File: config.mk
export PLATFORM = sky130hd
export DESIGN_NAME = perf_sample_ctl
export DESIGN_NICKNAME = d
export VERILOG_FILES = /design/src/rtl/perf_sample_pkg.sv /design/src/rtl/perf_sample_ctl.sv
export VERILOG_INCLUDE_DIRS = /design/src /design/src/rtl
export SDC_FILE = /design/constraint.sdc
export NUM_CORES = 1
export LEC_CHECK = 0
export BUFFER_PORTS_ARGS = -buffer_cell sky130_fd_sc_hd__buf_4
export CAP_MARGIN = 20
export CORE_AREA = 2 2 227 229
export CTS_BUF_LIST = sky130_fd_sc_hd__clkbuf_4
export CTS_CLUSTER_SIZE = 25
export DETAILED_ROUTE_END_ITERATION = 12
export DIE_AREA = 0 0 229 231
export MAX_ROUTING_LAYER = met4
export PLACE_DENSITY = 0.56
export SLEW_MARGIN = 20
export SYNTH_ARGS = -nofsm -noshare
export SYNTH_HDL_FRONTEND = slang
export SYNTH_SLANG_ARGS = --single-unit
File: constraint.sdc
create_clock -name ref_clk -period 2.3 [get_ports ref_clk]
set_input_delay 0.23 -clock ref_clk [delete_from_list [all_inputs] [get_ports ref_clk]]
set_output_delay 0.23 -clock ref_clk [all_outputs]
set_load 0.01 [all_outputs]
File: src/rtl/perf_sample_map.svh
// Purpose: offsets, field positions and reset values of the sampling block
// Assumes: included by the design module and the bench
// Notes: register indices stand at their printed offsets
`ifndef PERF_SAMPLE_MAP_SVH
`define PERF_SAMPLE_MAP_SVH

// register offsets
`define OFS_SAMPLE_ENABLE 12'h3f1
`define OFS_DATA_GROUP 12'h3f2
`define OFS_CAPABILITY 12'h3f0
`define OFS_DEBUG_CTL 12'h3f3
`define OFS_GLOBAL_EN 12'h3f4
`define OFS_STATUS 12'h3f5
`define OFS_OVERFLOW 12'h3f6
`define OFS_RECORD_SEL 12'h3f7

// capability fields
`define CAP_BRFMT_LSB 0
`define CAP_TRAP_BIT 6
`define CAP_ARCHREG_BIT 7
`define CAP_RECFMT_LSB 8
`define CAP_FREEZE_BIT 12
`define CAP_ALTWR_BIT 13
`define CAP_BASELINE_BIT 14
`define CAP_METRICS_BIT 15
`define CAP_TRACE_BIT 16

// debug control fields
`define DBG_BRREC_BIT 0
`define DBG_STEP_BIT 1
`define DBG_TRACE_BIT 6
`define DBG_STORE_BIT 7
`define DBG_FREEZE_BIT 14

// sample enable layout
`define FIXED_LSB 32
`define OUTSEL_LSB 61
`define OUTSEL_TRACE 2'h1

// descriptor area reload offsets
`define RELOAD_GP_BASE 8'h40
`define RELOAD_FIXED_BASE 8'h80
`define RELOAD_STEP 8'h08

// reset values
`define RST_ZERO 64'h0000000000000000

`endif

File: src/rtl/perf_sample_pkg.sv
// Purpose: shared types of the sampling block
// Assumes: nothing
// Notes: numbers live in the map header
package perf_sample_pkg;
  // record generation states
  typedef enum logic [1:0] {
    REC_IDLE,
    REC_EMIT,
    REC_RELOAD
  } rec_state_t;
endpackage : perf_sample_pkg

File: src/rtl/perf_sample_ctl.sv
// Purpose: sample enable, freeze on management interrupt, record trigger
// Assumes: counters and descriptor memory outside; one clock
// Notes: record request and reload request are one-cycle pulses
//
// Notes on behaviour
// - capability low six bits: branch format
// - capability bit 6: trap-like indicator
// - capability bit 7: saves architectural registers
// - capability bits 11:8: record format
// - capability bit 12: freeze supported
// - capability bit 13: alternate high write
// - sample enables: gp from 0, fixed from 32
// - data group register exists with baseline
// - capability bit 15: topdown metrics available
// - output select 01 routes to trace
// - capability exists only when presence strap set
// - freeze: clear enables, save, clear debug bits
// - resume: enables set, debug control restored
// - precise: record after causing instruction retires
// - non-precise: record at next opportunity
// - fixed zero precise, other fixed non-precise
// - applicable field matches enable positions
// - reload counter from descriptor area
// - basic group unless adaptive selected
// - data group register selects groups, depth
`timescale 1ns/1ns
`include "perf_sample_map.svh"

module perf_sample_ctl
  import perf_sample_pkg::*;
#(
  parameter int NUM_GP = 4,
  parameter int NUM_FIXED = 3,
  parameter logic [5:0] BR_FORMAT = 6'h05,
  parameter logic [3:0] REC_FORMAT = 4'h4,
  parameter logic CAP_TRAP = 1'b1,
  parameter logic CAP_ARCHREG = 1'b1,
  parameter logic CAP_FREEZE = 1'b1,
  parameter logic CAP_ALTWR = 1'b1,
  parameter logic CAP_BASELINE = 1'b1,
  parameter logic CAP_METRICS = 1'b0,
  parameter logic CAP_TRACE = 1'b1
) (
  // clock and reset
  input wire logic ref_clk,
  input wire logic rst_n,
  // register port
  input wire logic [11:0] regAddr,
  input wire logic [63:0] regWdata,
  input wire logic regWr,
  input wire logic regRd,
  output logic [63:0] regRdata,
  // presence strap
  input wire logic capPresent,
  // management mode events
  input wire logic mgmtInterrupt,
  input wire logic resumeFromMgmt,
  // counter events
  input wire logic [63:0] ovfSet,
  input wire logic retireStrobe,
  input wire logic [63:0] adaptiveEn,
  // record and reload requests
  output logic recordReq,
  output logic [63:0] recordCounters,
  output logic [47:0] recordGroups,
  output logic recordToTrace,
  output logic reloadReq,
  output logic [7:0] reloadOffset,
  output logic [63:0] reloadMask,
  // control outputs
  output logic [63:0] globalEnable,
  output logic [63:0] debugControl
);

  // ----------------------------------------
  // state
  // ----------------------------------------
  logic [63:0] sampleEn_q; // per-counter enables
  logic [63:0] dataCfg_q; // data group selection
  logic [63:0] dbg_q; // debug control
  logic [63:0] dbgSave_q; // copy taken at freeze
  logic [63:0] glob_q; // global counter enables
  logic [63:0] ovf_q; // overflow pending
  logic capValid_q; // strap caught after reset
  logic inMgmt_q; // inside management handler
  logic [63:0] rdata_q;
  logic recReq_q;
  logic [63:0] recCnt_q;
  logic [47:0] recGrp_q;
  logic recTrace_q;
  logic rldReq_q;
  logic [7:0] rldOfs_q;
  logic [63:0] rldMask_q;
  rec_state_t st_q;

  // ----------------------------------------
  // decode
  // ----------------------------------------
  wire wrEn = regWr && regAddr == `OFS_SAMPLE_ENABLE;
  wire wrCfg = regWr && regAddr == `OFS_DATA_GROUP && CAP_BASELINE;
  wire wrDbg = regWr && regAddr == `OFS_DEBUG_CTL;
  wire wrGlob = regWr && regAddr == `OFS_GLOBAL_EN;
  wire wrOvf = regWr && regAddr == `OFS_OVERFLOW;
  wire [63:0] dbgMask = ~(64'(!CAP_FREEZE) << `DBG_FREEZE_BIT);
  wire freezeOn = dbg_q[`DBG_FREEZE_BIT];
  wire freezeEntry = mgmtInterrupt && !inMgmt_q && freezeOn;
  wire freezeExit = resumeFromMgmt && inMgmt_q;

  wire [63:0] dbgClrMask = ~((64'h1 << `DBG_BRREC_BIT) | (64'h1 << `DBG_STEP_BIT)
    | (64'h1 << `DBG_TRACE_BIT) | (64'h1 << `DBG_STORE_BIT));

  wire [63:0] capWord = 64'(BR_FORMAT) << `CAP_BRFMT_LSB
    | 64'(CAP_TRAP) << `CAP_TRAP_BIT
    | 64'(CAP_ARCHREG) << `CAP_ARCHREG_BIT
    | 64'(REC_FORMAT) << `CAP_RECFMT_LSB
    | 64'(CAP_FREEZE) << `CAP_FREEZE_BIT
    | 64'(CAP_ALTWR) << `CAP_ALTWR_BIT
    | 64'(CAP_BASELINE) << `CAP_BASELINE_BIT
    | 64'(CAP_METRICS) << `CAP_METRICS_BIT
    | 64'(CAP_TRACE) << `CAP_TRACE_BIT;

  // counter slots that exist
  wire [63:0] cntMask = 64'((64'h1 << NUM_GP) - 64'h1)
    | (64'((64'h1 << NUM_FIXED) - 64'h1) << `FIXED_LSB);
  wire [63:0] enWriteMask = cntMask | (64'h3 << `OUTSEL_LSB);

  wire [63:0] preciseMask = 64'((64'h1 << NUM_GP) - 64'h1) | (64'h1 << `FIXED_LSB);
  wire [63:0] armed = ovf_q & sampleEn_q & cntMask & glob_q;
  wire [63:0] fire = armed & (retireStrobe ? 64'hffffffffffffffff : ~preciseMask);
  // adaptive when any firing counter asks
  wire adaptive = |(fire & adaptiveEn);

  // lowest firing counter picks the reload slot
  logic [6:0] firstIdx;
  always_comb begin
    firstIdx = 7'h00;
    for (int i = 63; i >= 0; i--) begin
      if (fire[i]) begin
        firstIdx = 7'(i);
      end
    end
  end
  wire [7:0] rldOfs = firstIdx >= 7'd32
    ? 8'(`RELOAD_FIXED_BASE + (firstIdx - 7'd32) * `RELOAD_STEP)
    : 8'(`RELOAD_GP_BASE + firstIdx * `RELOAD_STEP);

  // read mux
  wire [63:0] rdMux =
    regAddr == `OFS_CAPABILITY ? (capValid_q ? capWord : `RST_ZERO) :
    regAddr == `OFS_SAMPLE_ENABLE ? sampleEn_q :
    regAddr == `OFS_DATA_GROUP ? dataCfg_q :
    regAddr == `OFS_DEBUG_CTL ? dbg_q :
    regAddr == `OFS_GLOBAL_EN ? glob_q :
    regAddr == `OFS_STATUS ? {61'h0, inMgmt_q, capValid_q, st_q != REC_IDLE} :
    regAddr == `OFS_OVERFLOW ? ovf_q : `RST_ZERO;

  // ----------------------------------------
  // registers
  // ----------------------------------------
  // strap catch and read port
  always_ff @(posedge ref_clk) begin
    if (!rst_n) begin
      capValid_q <= 1'b0;
      rdata_q <= `RST_ZERO;
    end else begin
      capValid_q <= capPresent;
      rdata_q <= regRd ? rdMux : `RST_ZERO;
    end
  end

  // software registers
  always_ff @(posedge ref_clk) begin
    if (!rst_n) begin
      sampleEn_q <= `RST_ZERO;
      dataCfg_q <= `RST_ZERO;
    end else begin
      if (wrEn) begin
        sampleEn_q <= regWdata & enWriteMask;
      end
      if (wrCfg) begin
        dataCfg_q <= regWdata;
      end
    end
  end

  // freeze and restore
  always_ff @(posedge ref_clk) begin
    if (!rst_n) begin
      dbg_q <= `RST_ZERO;
      dbgSave_q <= `RST_ZERO;
      glob_q <= `RST_ZERO;
      inMgmt_q <= 1'b0;
    end else if (freezeEntry) begin
      glob_q <= `RST_ZERO;
      dbgSave_q <= dbg_q;
      dbg_q <= dbg_q & dbgClrMask;
      inMgmt_q <= 1'b1;
    end else if (freezeExit) begin
      glob_q <= cntMask;
      dbg_q <= dbgSave_q;
      inMgmt_q <= 1'b0;
    end else begin
      if (wrDbg) begin
        dbg_q <= regWdata & dbgMask;
      end
      if (wrGlob) begin
        glob_q <= regWdata & cntMask;
      end
    end
  end

  // overflow pending: set wins over clear
  always_ff @(posedge ref_clk) begin
    if (!rst_n) begin
      ovf_q <= `RST_ZERO;
    end else begin
      ovf_q <= ((wrOvf ? regWdata : ovf_q) & ~(st_q == REC_IDLE ? fire : 64'h0)) | (ovfSet & cntMask);
    end
  end

  // record sequencer
  always_ff @(posedge ref_clk) begin
    if (!rst_n) begin
      st_q <= REC_IDLE;
      recReq_q <= 1'b0;
      recCnt_q <= `RST_ZERO;
      recGrp_q <= 48'h0;
      recTrace_q <= 1'b0;
      rldReq_q <= 1'b0;
      rldOfs_q <= 8'h00;
      rldMask_q <= `RST_ZERO;
    end else begin
      recReq_q <= 1'b0;
      rldReq_q <= 1'b0;
      unique case (st_q)
        REC_IDLE: begin
          if (|fire) begin
            recCnt_q <= fire;
            recGrp_q <= adaptive ? dataCfg_q[47:0] : 48'h0;
            recTrace_q <= CAP_TRACE && sampleEn_q[`OUTSEL_LSB +: 2] == `OUTSEL_TRACE;
            recReq_q <= 1'b1;
            rldOfs_q <= rldOfs;
            st_q <= REC_EMIT;
          end
        end
        REC_EMIT: begin
          rldReq_q <= 1'b1;
          rldMask_q <= recCnt_q;
          st_q <= REC_RELOAD;
        end
        REC_RELOAD: begin
          st_q <= REC_IDLE;
        end
      endcase
    end
  end

  // ----------------------------------------
  // outputs
  // ----------------------------------------
  assign regRdata = rdata_q;
  assign recordReq = recReq_q;
  assign recordCounters = recCnt_q;
  assign recordGroups = recGrp_q;
  assign recordToTrace = recTrace_q;
  assign reloadReq = rldReq_q;
  assign reloadOffset = rldOfs_q;
  assign reloadMask = rldMask_q;
  assign globalEnable = glob_q;
  assign debugControl = dbg_q;
endmodule : perf_sample_ctl

==> Word level (Yosys, flattened, before mapping) <==
Cells that the tools add are included.
{ "totals": {"in_bits": 212, "regBits": 527} }
{ "op_classes": {"reduce_logical": 21, "order_cmp": 1, "addsub": 3, "bitwise": 9, "n_eq_ne": 11, "mux": 87} }
{ "ops": {"columns": ["operator", "n"], "rows": [
  ["$mux 64", 11],
  ["$mux 7", 53],
  ["$and 64x64->64", 2],
  ["$reduce_or 64->1", 2],
  ["$eq 12x10->1 const B", 7],
  ["$and 35x35->35", 2],
  ["$mux 35", 2],
  ["$mux 6", 11],
  ["$and 35x64->64", 1],
  ["$not 64->64", 1],
  ["$or 64x35->64", 1],
  ["$mux 48", 1],
  ["$mux 33", 1],
  ["$mux 17", 1],
  ["$add 7x8->8 const A", 1],
  ["$add 8x8->8 const A", 1],
  ["$logic_and 1x1->1", 8],
  ["$mux 8", 1],
  ["$reduce_and 2->1", 4],
  ["$reduce_bool 2->1", 4],
  ["$ge 7x6->1 const B", 1],
  ["$pmux 2 s3", 1],
  ["$sub 5x1->5 const B", 1],
  ["$eq 2x1->1 const B", 2],
  ["other kinds (8)", 12]
]} }

==> Longest topological paths before layout <==
{ "depth": {"ltp_word": 70, "ltp_mapped": 8} }

==> Least setup slack after synthesis <==
OpenSTA, ideal clock, no wires.
{ "synth_timing": {"kind": "flip-flop to flip-flop", "startpoint": "register glob_q[3], in the netlist globalEnable[3]", "endpoint": "register recGrp_q[28], in the netlist recordGroups[28]", "required_ns": 2.183, "t_arrival_ns": 1.647, "n_path_buf": 2, "setup_time_ns": 0.117, "setup_slack_ns": 0.536, "stages_incl_launch_ff": 7, "cell_sequence": "dfxtp_1 -> and4_1 -> nor4_4 -> a211oi_2 -> buf_2 -> buf_6 -> a32o_1"} }
{ "synth_between": {"elab_chain_len": 5} }
{ "synth_rtl": {"columns": ["element", "line_no", "source"], "rows": [
  ["from (decl)", "perf_sample_ctl.sv:82", "logic [63:0] glob_q;"],
  ["from (signal assigned)", "perf_sample_ctl.sv:191", "glob_q <= `RST_ZERO;"],
  ["from (signal assigned)", "perf_sample_ctl.sv:194", "glob_q <= `RST_ZERO;"],
  ["from (signal assigned)", "perf_sample_ctl.sv:199", "glob_q <= cntMask;"],
  ["$and 35x35->35 *", "perf_sample_ctl.sv:128", "wire [63:0] armed = ovf_q & sampleEn_q & cntMask & glob_q;"],
  ["$and 35x64->64 *", "perf_sample_ctl.sv:129", "wire [63:0] fire = armed & (retireStrobe ? 64'hffffffffffffffff : ~preciseMask);"],
  ["$and 64x64->64", "perf_sample_ctl.sv:131", "wire adaptive = |(fire & adaptiveEn);"],
  ["$reduce_or 64->1", "perf_sample_ctl.sv:131", null],
  ["$mux 48", "perf_sample_ctl.sv:239", "recGrp_q <= adaptive ? dataCfg_q[47:0] : 48'h0;"],
  ["to (signal assigned)", "perf_sample_ctl.sv:239", null],
  ["to (decl)", "perf_sample_ctl.sv:89", "logic [47:0] recGrp_q;"]
]} }
Every way passes the cells marked *; elsewhere a longest branch is shown, timed or not.
A chain may end at the register's enable or synchronous reset.

==> Worst setup path after layout <==
{ "layout_timing": {"startpoint": "input port regAddr[10]", "endpoint": "register dataCfg_q[51]"} }
{ "layout_between": {"elab_chain_len": 2} }
{ "layout_rtl": {"columns": ["element", "line_no", "source"], "rows": [
  ["from (decl)", "perf_sample_ctl.sv:48", "input wire logic [11:0] regAddr,"],
  ["$eq 12x10->1 (no source line)", null, null],
  ["$logic_and 1x1->1 (no source line)", null, null],
  ["to (signal assigned)", "perf_sample_ctl.sv:175", "dataCfg_q <= `RST_ZERO;"],
  ["to (signal assigned)", "perf_sample_ctl.sv:181", "dataCfg_q <= regWdata;"],
  ["to (decl)", "perf_sample_ctl.sv:79", "logic [63:0] dataCfg_q;"]
]} }
Every way passes these cells.

==> impl_metrics.py <==
metrics = {
    "run_status": {
        "status": "finished with violations",
        "violations": "setup timing",
    },
    "grt": {
        "grt_use_total": 0.2349,
        "grt_pass1_wl_mm": 94.16,
        "grt_max_degree": 129,
        "grt_pass1_vias": 16391,
        "antenna_found_initial": 6,
        "globalRouteOverflowTotal": 0,
    },
    "floorplanning": {
        "dieHeight_um": 231,
        "die_w_um": 229,
        "fp.dieArea_um2": 52900,
        "core_area_um2": 50680,
        "num_io_pins": 591,
        "initial_core_util": 0.3440,
        "rows": 83,
    },
    "synthesis": {
        "synth_enable_flop_cells": 0,
        "syn_area_per_cell_um2": 8.757,
        "syn_area_um2": 17440,
        "ys_types": 64,
        "netlist_instances": 1991,
        "ys_ff_latch": 409,
        "yosys_warnings": 0,
        "synth_flop_cell": "dfxtp_1",
        "async_reset_ff_frac": 0,
        "yosysSeqAreaShare": 0.4696,
    },
    "clock_network": {
        "clk_pin_slew_ns": 0.06,
        "cts_root_buf": "clkbuf_4",
        "cts-buffers-inserted": 112,
        "cts_buffer_depth": 3,
        "clock_sinks": 409,
        "cts_max_level": 3,
        "insertion_delay_ns": 0.87,
        "cts_tree": "built",
    },
    "worst_setup_path": {
        "endpoint_kind": "register",
        "critical_path_class": "input pin to register",
        "timing.rr.start": "globalEnable[3]",
        "reg2reg_depth": 5,
        "crit_path_start_kind": "input pin",
        "cp.arrival_ns": 3.13,
        "timing.rr.end": "recordGroups[25]",
        "critPathRequiredTime_ns": 3.09,
        "crit_fanout": 31,
        "r2r_slack_ns": 0.30,
    },
    "placement": {
        "port_buffers": 301,
        "placed_cell_area_um2": 20020,
        "gp_congestion": 0.8508,
        "dp_hpwl_mm": 39.84,
    },
    "min_path": {
        "whs_endpoint": "regRdata[61]",
        "hold_start": "regAddr[0]",
        "hold_class": "input pin to register",
        "min_path_cells": 4,
    },
    "cells_and_area": {
        "areaGrowthSynthToFinish_pct": 30.97,
        "fin_util": 0.4506,
        "stdcell_area_um2": 22840,
        "final_net_count": 2644,
        "drive_gt1_frac": 0.2303,
    },
    "routing": {
        "avgRoutedWirePerCell_um": 19.49,
        "vias": 16596,
        "drt-total-wl_mm": 62.36,
        "antenna_left": 0,
        "drcViolationCount": 0,
        "first_pass_iters": 7,
        "drtIter0Drc": 1255,
        "avgViaCountPerCell": 5.186,
    },
    "pwr": {
        "power_per_cell_area_nw_per_um2": 650.3,
        "power.leakage_nw": 9.434,
        "power_w": 0.01485,
        "peakVddDrop_uv": 352.1,
    },
    "sta": {
        "relSlewSlack": 0.3989,
        "fin_crit_ns": 2.334,
        "final_hold_viol_count": 0,
        "setup_slack_ns": -0.03400,
        "finalCritPeriodShare": 1.015,
        "max_slew.worst_pin.slew_ns": 0.9017,
        "fmax_mhz": 428.4,
        "setup_viol": 2,
        "finalClockSkew_ns": 0.04891,
        "maxSlewViolCount": 0,
    },
    "flow_run": {
        "drv_cap": 0,
    },
}
## routing by layer
metal	wire, µm	up-vias	track usage
li1	-	7710	-
met5	0	-	-
met3	5107	112	0.06065
met1	26470	8065	0.2856
met2	29250	709	0.3728
met4	1529	0	0.09111
## layout by cell type, fill, tap and decap left out, types with 3 or more instances in the layout
master	Yosys	layout
mux2i_1	94	94
inv_1	5	5
a21oi_1	202	202
a221oi_1	48	48
conb_1	1	175
dlygate4sd3_1	0	132
buf_12	0	23
and4_1	8	7
nand4_1	90	90
a21boi_0	3	3
a21o_1	4	4
or3_1	6	6
nor4_4	4	5
a211oi_1	63	63
clkbuf_4	0	175
nand2_1	341	340
nor2_1	85	84
a22oi_1	5	5
clkinv_1	0	17
and2_1	3	3
o21ai_0	68	68
diode_2	0	6
nand2b_1	13	13
buf_6	2	3
o31ai_1	9	9
nor3_1	51	51
buf_4	179	344
nand3_1	15	14
o22ai_1	7	7
a32oi_1	10	10
clkinv_2	0	4
dfxtp_1	409	409
a32o_1	48	48
## flip-flops by register name, summed over array words and instances, names as in the netlist, 2 cells and up
signal,count
dataCfg_q,64
dbgSave_q,64
debugControl,64
ovf_q,64
regRdata,64
recordGroups,48
sampleEn_q,9
globalEnable,7
recordCounters,7
reloadMask,7
reloadOffset,4
st_q,2
## layout make-up
cell class	count	area (µm²)
Inverter	6	27.53
Timing Repair Buffer	502	4398
Clock inverter	23	143.9
Sequential cell	409	8188
Multi-Input combinational cell	1399	7899
Fill cell	4938	27840
Tap cell	680	850.8
Antenna cell	6	15.01
Clock buffer	175	1314
## through the flow
stage / hold WS, ns / std cells / setup slack (ns) / setup TNS (ns)
global placement: 0.4374 / 2863 / 0.06411 / 0
finish: 0.06596 / 3200 / -0.03400 / -0.03898
detailed placement: 0.4432 / 2863 / 0.01997 / 0
floorplan: 0.3526 / 2165 / 0.5357 / 0
global route: 0.01103 / 3199 / -0.01460 / -0.01460
CTS: 0.003293 / 3192 / 0.09766 / 0
## worst max-delay path, cell delays in order
cell and delay, ns:
buf_4 0.11, nand4bb_2 0.36, buf_6 0.25, nor4_4 0.33, buf_6 0.24, buf_12 0.21
nand4_1 0.11, dlygate4sd3_1 0.60, o21ai_0 0.09, dlygate4sd3_1 0.56
## logic make-up after synthesis
kind of cell,count (synthesis),synth area share
mux,95,0.05461
buf+inv,357,0.1201
compound gates,487,0.1829
other cells,1,0.0002151
flops,409,0.4696
simple gates,640,0.1712
fa+ha+maj,2,0.001435
## Yosys cell counts, types with 3 or more instances
| cell | n | area share |
|---|---|---|
| a32o_1 | 48 | 0.028 |
| nand2_1 | 341 | 0.073 |
| a21o_1 | 4 | 0.0017 |
| a221oi_1 | 48 | 0.024 |
| a32oi_1 | 10 | 0.0050 |
| buf_4 | 179 | 0.077 |
| nor2_1 | 85 | 0.018 |
| o31ai_1 | 9 | 0.0039 |
| mux2i_1 | 94 | 0.054 |
| and4_1 | 8 | 0.0040 |
| o22ai_1 | 7 | 0.0025 |
| buf_2 | 53 | 0.015 |
| o21ai_0 | 68 | 0.020 |
| inv_1 | 5 | 0.0011 |
| nand3_1 | 15 | 0.0043 |
| nor4_1 | 3 | 0.0011 |
| nor4_4 | 4 | 0.0049 |
| nor3_1 | 51 | 0.015 |
| a21boi_0 | 3 | 0.0013 |
| buf_1 | 13 | 0.0028 |
| nand4_1 | 90 | 0.032 |
| nand2b_1 | 13 | 0.0047 |
| a21oi_1 | 202 | 0.058 |
| a211oi_1 | 63 | 0.027 |
| clkbuf_1 | 104 | 0.022 |
| or3_1 | 6 | 0.0022 |
| a22oi_1 | 5 | 0.0022 |
| dfxtp_1 | 409 | 0.47 |
| and2_1 | 3 | 0.0011 |
## what timing repair did
item | in CTS | in global routing
gates resized for setup | 0 | 3
setup endpoints to repair | 0 | 15
hold buffers | 131 | 2
hold endpoints to repair | 249 | 2
buffers inserted | 0 | 1
## power breakdown
group	switching [W]	internal (W)
clock network	0.00305	0.00364
registers	0.0000200	0.00711
logic	0.000665	0.000374
total	0.00373	0.0111
## worst max path at each step
stage | slack [ns] | from | to
floorplan | 0.54 | globalEnable[3] | recordGroups[28]
global placement | 0.06 | regAddr[10] | regRdata[5]
detailed placement | 0.02 | regAddr[10] | regRdata[28]
CTS | 0.1 | regAddr[10] | dataCfg_q[48]
global route | -0.01 | regAddr[9] | dataCfg_q[55]
finish | -0.03 | regAddr[10] | dataCfg_q[51]
No activity file was read; power rests on OpenSTA's default activity.
